`config.mk`:
```
export PLATFORM = sky130hd
export DESIGN_NAME = adc_status_mode_regs
export DESIGN_NICKNAME = d
export VERILOG_FILES = /design/src/shared/adc_regs_pkg.sv /design/src/design/adc_status_mode_regs.sv
export SDC_FILE = /design/constraint.sdc
export NUM_CORES = 1
export LEC_CHECK = 0
export BUFFER_PORTS_ARGS = -buffer_cell sky130_fd_sc_hd__buf_2
export CORE_ASPECT_RATIO = 0.7
export CORE_MARGIN = 1
export CORE_UTILIZATION = 38
export CTS_CLUSTER_DIAMETER = 80
export CTS_CLUSTER_SIZE = 14
export DETAILED_ROUTE_END_ITERATION = 8
export GPL_ROUTABILITY_DRIVEN = 0
export GPL_TIMING_DRIVEN = 0
export PLACE_DENSITY_LB_ADDON = 0.1
export SETUP_SLACK_MARGIN = 0.05
export SYNTH_ARGS = -nofsm -noshare
export SYNTH_HDL_FRONTEND = slang
export SYNTH_SLANG_ARGS = --single-unit
```
`constraint.sdc`:
```
create_clock -name mclk -period 0.8 [get_ports mclk]
set_input_delay 0 -clock mclk [delete_from_list [all_inputs] [get_ports mclk]]
set_output_delay 0 -clock mclk [all_outputs]
set_load 0.05 [all_outputs]
```
`src/shared/adc_regs_pkg.sv`:
```
// Purpose: Shared constants and carriers for the status and mode register bank
// Assumes: 16-bit register words, 8-bit register addresses
// Notes:   Offsets, field positions and reset values are named once here
package adc_regs_pkg;

    // ------------------------------------------------------------
    // Register map
    // ------------------------------------------------------------
    localparam logic [7:0]  ADDR_STATUS     = 8'h01;
    localparam logic [7:0]  ADDR_MODE       = 8'h02;
    localparam logic [15:0] MODE_RESET      = 16'h0510;
    // Only documented fields hold state; reserved bits read as zero
    localparam logic [15:0] MODE_WR_MASK    = 16'h3F12;
    localparam int          CHANNELS        = 4;

    // ------------------------------------------------------------
    // Mode field positions
    // ------------------------------------------------------------
    localparam int          MODE_REGCRC_BIT = 13;
    localparam int          MODE_RXCRC_BIT  = 12;
    localparam int          MODE_POLY_BIT   = 11;
    localparam int          MODE_RESET_BIT  = 10;
    localparam int          MODE_WLEN_LSB   = 8;
    localparam int          MODE_TMO_BIT    = 4;
    localparam int          MODE_FLOAT_BIT  = 1;

    // ------------------------------------------------------------
    // Status reset values
    // ------------------------------------------------------------
    localparam logic [1:0]  WLEN_24_BITS    = 2'h1;
    localparam logic [3:0]  STATUS_RSVD_VAL = 4'h0;

    typedef struct packed {
        logic       lock;
        logic       resync_seen_flag;
        logic       regmap_changed;
        logic       rx_crc_error;
        logic       crc_poly;
        logic       reset_seen;
        logic [1:0] output_word_size;
        logic [3:0] reserved;
        logic [3:0] new_sample;
    } status_t;

    typedef struct packed {
        logic        rd;
        logic        wr;
        logic [7:0]  addr;
        logic [15:0] wdata;
    } reg_req_t;

endpackage : adc_regs_pkg

```
`src/design/adc_status_mode_regs.sv`:
```
// Purpose: Status word and mode word of the converter's serial control port
// Assumes: Frame decoder, CRC and conversion logic share mclk
// Notes:   Register port is the decoded request from the serial frame logic
//
// Notes on behaviour
// - Status bit 15 shows interface lock, resets 0
// - Status bit 14 sets on every resync
// - Status bit 13 flags configuration checksum change
// - Status bit 12 flags incoming checksum error
// - Status bit 11 shows polynomial: CCITT or ANSI
// - Status bit 10 reads 1 after reset
// - Status bits 9:8 give word length, reset 01
// - Status bits 3:0 flag new channel data
// - Mode word at 02h, reset 0510h, listed fields
// - Mode bits 13,12 enable map and input checksums
// - Writing 0 to mode bit 10 clears flag
// - Mode bit 4 enables serial timeout, reset 1
// - Mode bit 1: idle pin high or floating
`timescale 1ns/100ps
`default_nettype none

module adc_status_mode_regs
    import adc_regs_pkg::*;
(
    input  wire logic                mclk,
    input  wire logic                reset_n,
    input  wire reg_req_t            reg_req,
    output var  logic [15:0]         rd_data,
    output var  logic                rd_valid,
    input  wire logic                lock_state,
    input  wire logic                resync_event,
    input  wire logic                regmap_crc_change,
    input  wire logic                rx_crc_error,
    input  wire logic [CHANNELS-1:0] new_sample_event,
    input  wire logic [CHANNELS-1:0] sample_taken,
    output var  logic [15:0]         mode_word,
    output var  logic                regmap_crc_en,
    output var  logic                rx_crc_en,
    output var  logic                crc_poly_sel,
    output var  logic [1:0]          output_word_size,
    output var  logic                timeout_en,
    output var  logic                sample_pin_float_sel,
    output var  logic                sample_pin_out,
    output var  logic                sample_pin_oe
);

    // ------------------------------------------------------------
    // State
    // ------------------------------------------------------------
    logic [15:0]         mode_reg;
    logic                lock_reg;
    logic                resync_reg;
    logic                regmap_reg;
    logic                crc_err_reg;
    logic [CHANNELS-1:0] sample_flag_reg;
    logic [15:0]         rd_data_reg;
    logic                rd_valid_reg;
    logic                pin_out_reg;
    logic                pin_oe_reg;
    status_t             status_now;
    logic                status_read;
    logic                mode_write;

    assign status_read = reg_req.rd && (reg_req.addr == ADDR_STATUS);
    assign mode_write  = reg_req.wr && (reg_req.addr == ADDR_MODE);

    // ------------------------------------------------------------
    // Mode word
    // ------------------------------------------------------------
    // Status address is read-only, so only the mode address writes
    always_ff @(posedge mclk or negedge reset_n) begin
        if (!reset_n) begin
            mode_reg <= MODE_RESET;
        end else if (mode_write) begin
            // Clearing bit 10 drops the reset-seen flag
            mode_reg <= reg_req.wdata & MODE_WR_MASK;
        end
    end

    // ------------------------------------------------------------
    // Lock indicator
    // ------------------------------------------------------------
    always_ff @(posedge mclk or negedge reset_n) begin
        if (!reset_n) begin
            lock_reg <= 1'b0;
        end else begin
            lock_reg <= lock_state;
        end
    end

    // ------------------------------------------------------------
    // Sticky event flags
    // ------------------------------------------------------------
    // Cleared by a status read; an event in that same cycle wins
    always_ff @(posedge mclk or negedge reset_n) begin
        if (!reset_n) begin
            resync_reg <= 1'b0;
        end else if (resync_event) begin
            resync_reg <= 1'b1;
        end else if (status_read) begin
            resync_reg <= 1'b0;
        end
    end

    // Checksum events count only while their check is enabled
    always_ff @(posedge mclk or negedge reset_n) begin
        if (!reset_n) begin
            regmap_reg <= 1'b0;
        end else if (regmap_crc_change && mode_reg[MODE_REGCRC_BIT]) begin
            regmap_reg <= 1'b1;
        end else if (status_read) begin
            regmap_reg <= 1'b0;
        end
    end

    always_ff @(posedge mclk or negedge reset_n) begin
        if (!reset_n) begin
            crc_err_reg <= 1'b0;
        end else if (rx_crc_error && mode_reg[MODE_RXCRC_BIT]) begin
            crc_err_reg <= 1'b1;
        end else if (status_read) begin
            crc_err_reg <= 1'b0;
        end
    end

    // ------------------------------------------------------------
    // Per-channel new data flags
    // ------------------------------------------------------------
    // Cleared when the sample is taken; a fresh sample wins
    generate
        for (genvar ch = 0; ch < CHANNELS; ch++) begin : g_sample
            always_ff @(posedge mclk or negedge reset_n) begin
                if (!reset_n) begin
                    sample_flag_reg[ch] <= 1'b0;
                end else if (new_sample_event[ch]) begin
                    sample_flag_reg[ch] <= 1'b1;
                end else if (sample_taken[ch]) begin
                    sample_flag_reg[ch] <= 1'b0;
                end
            end
        end
    endgenerate

    // ------------------------------------------------------------
    // Status word assembly
    // ------------------------------------------------------------
    always_comb begin
        status_now                  = '0;
        status_now.lock             = lock_reg;
        status_now.resync_seen_flag = resync_reg;
        status_now.regmap_changed   = regmap_reg;
        status_now.rx_crc_error     = crc_err_reg;
        status_now.crc_poly         = mode_reg[MODE_POLY_BIT];
        status_now.reset_seen       = mode_reg[MODE_RESET_BIT];
        status_now.output_word_size = mode_reg[MODE_WLEN_LSB +: 2];
        status_now.reserved         = STATUS_RSVD_VAL;
        status_now.new_sample       = sample_flag_reg;
    end

    // ------------------------------------------------------------
    // Read path
    // ------------------------------------------------------------
    // Unmapped addresses read as zero
    always_ff @(posedge mclk or negedge reset_n) begin
        if (!reset_n) begin
            rd_data_reg <= 16'h0000;
        end else if (reg_req.rd) begin
            if (reg_req.addr == ADDR_STATUS) begin
                rd_data_reg <= status_now;
            end else if (reg_req.addr == ADDR_MODE) begin
                rd_data_reg <= mode_reg;
            end else begin
                rd_data_reg <= 16'h0000;
            end
        end
    end

    always_ff @(posedge mclk or negedge reset_n) begin
        if (!reset_n) begin
            rd_valid_reg <= 1'b0;
        end else begin
            rd_valid_reg <= reg_req.rd;
        end
    end

    // ------------------------------------------------------------
    // Data-ready pin
    // ------------------------------------------------------------
    // Active low: driven low while any channel holds new data
    always_ff @(posedge mclk or negedge reset_n) begin
        if (!reset_n) begin
            pin_out_reg <= 1'b1;
            pin_oe_reg  <= 1'b1;
        end else if (|sample_flag_reg) begin
            pin_out_reg <= 1'b0;
            pin_oe_reg  <= 1'b1;
        end else begin
            pin_out_reg <= 1'b1;
            pin_oe_reg  <= !mode_reg[MODE_FLOAT_BIT];
        end
    end

    // ------------------------------------------------------------
    // Outputs
    // ------------------------------------------------------------
    assign rd_data              = rd_data_reg;
    assign rd_valid             = rd_valid_reg;
    assign mode_word            = mode_reg;
    assign regmap_crc_en        = mode_reg[MODE_REGCRC_BIT];
    assign rx_crc_en            = mode_reg[MODE_RXCRC_BIT];
    assign crc_poly_sel         = mode_reg[MODE_POLY_BIT];
    assign output_word_size     = mode_reg[MODE_WLEN_LSB +: 2];
    assign timeout_en           = mode_reg[MODE_TMO_BIT];
    assign sample_pin_float_sel = mode_reg[MODE_FLOAT_BIT];
    assign sample_pin_out       = pin_out_reg;
    assign sample_pin_oe        = pin_oe_reg;
endmodule : adc_status_mode_regs

`default_nettype wire

```
# ---- Yosys cells after proc, flatten, opt, wreduce, memory -nomap -nowiden
# Index checks and enable logic that the tools add are counted.
dict set report totals {
  register_bits 35
  wordCells 44
}
dict set report classes {
  n_eq_ne 2
  n_reduce_logical 13
  n_mux 16
}
# op n
set op_table {}
lappend op_table {{two-way mux 16 bit} 1}
lappend op_table {{two-way mux 1 bit} 14}
lappend op_table {{two-way mux 14 bit} 1}
lappend op_table {{nonzero test 2 bit} 7}
lappend op_table {{equality test 8 x 1 -> 1 bit (second input constant)} 1}
lappend op_table {{equality test 8 x 2 -> 1 bit (second input constant)} 1}
lappend op_table {{logical AND 1 bit} 4}
lappend op_table {{OR reduction 4 bit} 1}
lappend op_table {{zero test 1 bit} 1}

# ---- Depth between registers and ports, before layout
dict set report logic_depth {
  word_depth 4
  depth_mapped 4
  depth_no_buf 3
}

# ---- Least setup slack after synthesis
# No wires, ideal clock.
dict set report synth_path {
  kind {input to register}
  startpoint {input port reg_req[21] (netlist bit)}
  endpoint {register mode_reg[11] (netlist: mode_word[11])}
  path_stages 4
  required_time_ns 0.675
  setup_slack_ns -0.800
  path_buffers 1
  setup_time_ns 0.125
  arrival_ns 1.474
  path_cell_list {or4_4 or4_4 buf_6 mux2_4}
}
dict set report synth_via {
  elab_chain_len 2
}
# item line_no
set synth_lines {}
lappend synth_lines {{from (decl)} adc_status_mode_regs.sv:27} ;# input wire reg_req_t reg_req,
lappend synth_lines {{equality test 8 x 2 -> 1 bit} adc_status_mode_regs.sv:65} ;# assign mode_write = reg_req.wr && (reg_req.addr == ADDR_MODE);
lappend synth_lines {{logical AND 1 bit} adc_status_mode_regs.sv:65}
lappend synth_lines {{to (signal assigned)} adc_status_mode_regs.sv:76} ;# mode_reg <= reg_req.wdata & MODE_WR_MASK;
lappend synth_lines {{to (decl)} adc_status_mode_regs.sv:50} ;# logic [15:0] mode_reg;
# No other way between the ends.
# A chain may end at the register's enable or synchronous reset.

# ---- Final worst setup path
dict set report layout_path {
  startpoint {input port reg_req[22] (netlist bit)}
  endpoint {register mode_reg[13] (netlist: mode_word[13])}
}
# Same word-level chain as after synthesis.

==> impl_results.md <==
* Setup crit start: reg_req[22]
* Vias per cell at 4.45
* Die ar. at 3890 sq um
* Final #Nets at 258
* Switching portion of total power at 26.1%
* Final min period at 1360 ps
* Post-synth top cells: 27 x dfrtp_1, 18 x buf_4, 12 x a22o_1
* Sequential element share of the synthesized area at 58.3%
* N_diodes at 0
* WL/cell at 13.2 um
* Min Hold Slack at -241 ps
* Core ar. at 3320 sq um
* Syn avg cell area at 13.9 sq um
* R2R Path Start: mode_word[13]$_DFFE_PN0P_
* Largest area contributor in the netlist: dfrtp_1
* Hold Fails Final Rpt at 27
* IO buf count at 62
* Largest register FFs at 13
* Crit start category: primary input
* DRT iter0 DRCs at 59
* Share of cells above drive strength 1 at 58.4%
* Flops & latches, synth at 32
* YS warnings at 0
* Netlist cell types at 21
* Setup WS pre-CTS at -953 ps
* Final worst-path cycle share at 169%
* Worst hold path type: primary input to asynchronous set/reset pin
* CTS Sinks at 32
* Initial core utilization at 41.7%
* Leakage at 1.35 nW
* Status: finished with violations
* Comb pwr share at 21.0%
* Power consumption at 4.13 mW
* Grt ovf at 0
* RSZ-0062 raised after global routing: yes
* CP arrival at 1520 ps
* I/O pins at 82
* Worst-Margin Slew at 685 ps
* Post-Synthesis Cells at 100
* P_sw at 1.08 mW
* First-pass GRT wire length at 5.56 mm
* Die W at 74.2 um
* Max Clock Skew at 1.92 ps
* First drt pass iteration count at 4
* Final core utilization at 79.2%
* Reg power frac at 43.0%
* Vias in the first global route at 1216
* Fillers at 221
* Ys async rst share at 100%
* Routed via count at 1184
* Routed Antenna Nets at 0
* Failing checks: negative hold slack, negative setup slack
* Dominant synthesized flop cell: dfrtp_1
* Max clock buf depth at 2
* Clock Pin Slew Worst Setup and Hold Paths at 60 ps
* Multi-input logic area at 500 sq um
* Pwr Density at 1570 nW/um^2
* H-tree levels at 2
* Area of the mapped netlist at 1390 sq um
* Final TNS setup at -14750 ps
* Area share of the largest cell type after synthesis at 48.8%
* Worst Path Max Fanout at 8
* WL final at 3.50 mm
* Internal power consumption at 3.05 mW
* CTS tree: built
* FF/Latch Area at 816 sq um
* CP required at 960 ps
* # rows at 17
* Root buf cell: clkbuf_8
* Total CTS buffers at 5
* Pin count of the biggest net entering global routing at 33
* Worst ir drop on vdd at 1.02 mV
* Die height at 52.5 um
* Max_cap viols at 0
* Slew headroom at 54.3%
* Fin worst setup slack at -555 ps
* Dpl hpwl at 2.10 mm
* Area growth, synth to finish at 89.8%
* Setup CP Type: primary input to flop
* # setup viols final at 57
* Clk pwr share at 36.0%
* Initial antenna violation count at 0
* CTS Hold Bufs at 21
* # DRC at 0
* Top area cells in the synthesized netlist: dfrtp_1 49%, buf_4 9.8%, dfstp_2 9.5%
* Cell with the most instances after synthesis: dfrtp_1
* Critical Path Sink Type: flop
* Clk_lat worst skew at 280 ps
* Total track usage at 20.1%
* Post-synth EDFFs at 0
* Final count of pins violating max slew at 0
* Achievable frequency at 0.738 GHz
## through the flow
stage	instances	area, sq um
after CTS	261	2550
after global placement	219	1820
after floorplan	110	1450
final	266	2630
after detailed placement	219	1820
after global routing	266	2630
## per-layer routing
| metal | up-vias | GRT usage, % | wire, um | part of all wire (%) |
|---|---|---|---|---|
| met5 | - | 0 | 0 | 0 |
| met4 | 0 | 7.69 | 29 | 0.83 |
| li1 | 565 | - | - | - |
| met2 | 42 | 35.6 | 1900 | 54 |
| met1 | 573 | 23.0 | 1380 | 39 |
| met3 | 4 | 5.96 | 190 | 5.4 |
## final timing paths
| kind | to | slack, ps | depth (start not counted) |
|---|---|---|---|
| setup reg to reg | rd_data[13]$_DFFE_PN0P_ | -210 | 2 |
| hold reg to reg | sample_pin_out$_DFF_PN1_ | 450 | 1 |
| min in group mclk | rd_data[1]$_DFFE_PN0P_ | 130 | 3 |
| setup / recovery | mode_word[13]$_DFFE_PN0P_ | -560 | 5 |
| max in group asynchronous | mode_word[1]$_DFFE_PN0P_ | 560 | 1 |
| hold / removal | resync_reg$_DFFE_PN0P_ | -240 | 1 |
## worst max-delay path: stages
cell and delay [ps]:
buf_6 90, or4_4 530, or4_4 440, buf_12 170, mux2_4 290
## layout by cell type (no fill, tap or decap), types with 2 or more instances in the layout
cell type      Yosys  final
dfrtp_1           27     26
or4_4              2      2
buf_2              0     30
clkbuf_8           0      5
dlygate4sd3_1      0     21
a21o_1             5      5
dfstp_2            5      3
inv_1              5      5
a22o_1            12     12
dfstp_4            0      2
nor2b_1            3      3
nor4_4             0      2
a221o_1            3      3
buf_6              1     32
buf_8              0     15
buf_4             18     21
mux2_4             8      8
conb_1             1     11
## power groups by stage
stage / sequential (mW) / combinational, mW / clock [mW]
final: 1.78 / 0.869 / 1.49
after detailed placement: 1.79 / 0.605 / 0
after global placement: 1.79 / 0.598 / 0
after floorplan: 1.87 / 0.349 / 0
after global routing: 1.78 / 0.924 / 1.61
after CTS: 1.77 / 0.833 / 1.54
## layout make-up
class                      count  area share, %
tap                           47           2.24
timing repair buffer         101           35.6
sequential                    32           31.0
multi-input combinational     53           19.0
clock inverter                 2           1.33
inverter                       6          0.857
buffer                        19           7.19
clock buffer                   6           2.76
## cells by family (layout without fill, tap and decap cells)
family                    count (synthesis)  after routing  synth area share [%]
muxes                                     8              8                  8.67
and+or+nand+nor                          13             13                  7.50
DFF                                      32             32                  58.3
other                                     1             11                 0.271
buffers and inverters                    25            134                  12.2
AOI/OAI and AO/OA                        20             20                  12.5
xor gates and xnor gates                  1              1                 0.632
## timing repair
action / 4_1_cts / 5_1_grt
gates resized for setup: 90 / 9
pin swaps: 11 / 5
buffers inserted: 13 / 5
endpoints found under the hold margin: 44 / 27
endpoints found under the setup margin: 57 / 59
Note: power is estimated with default switching activity, not from simulation.
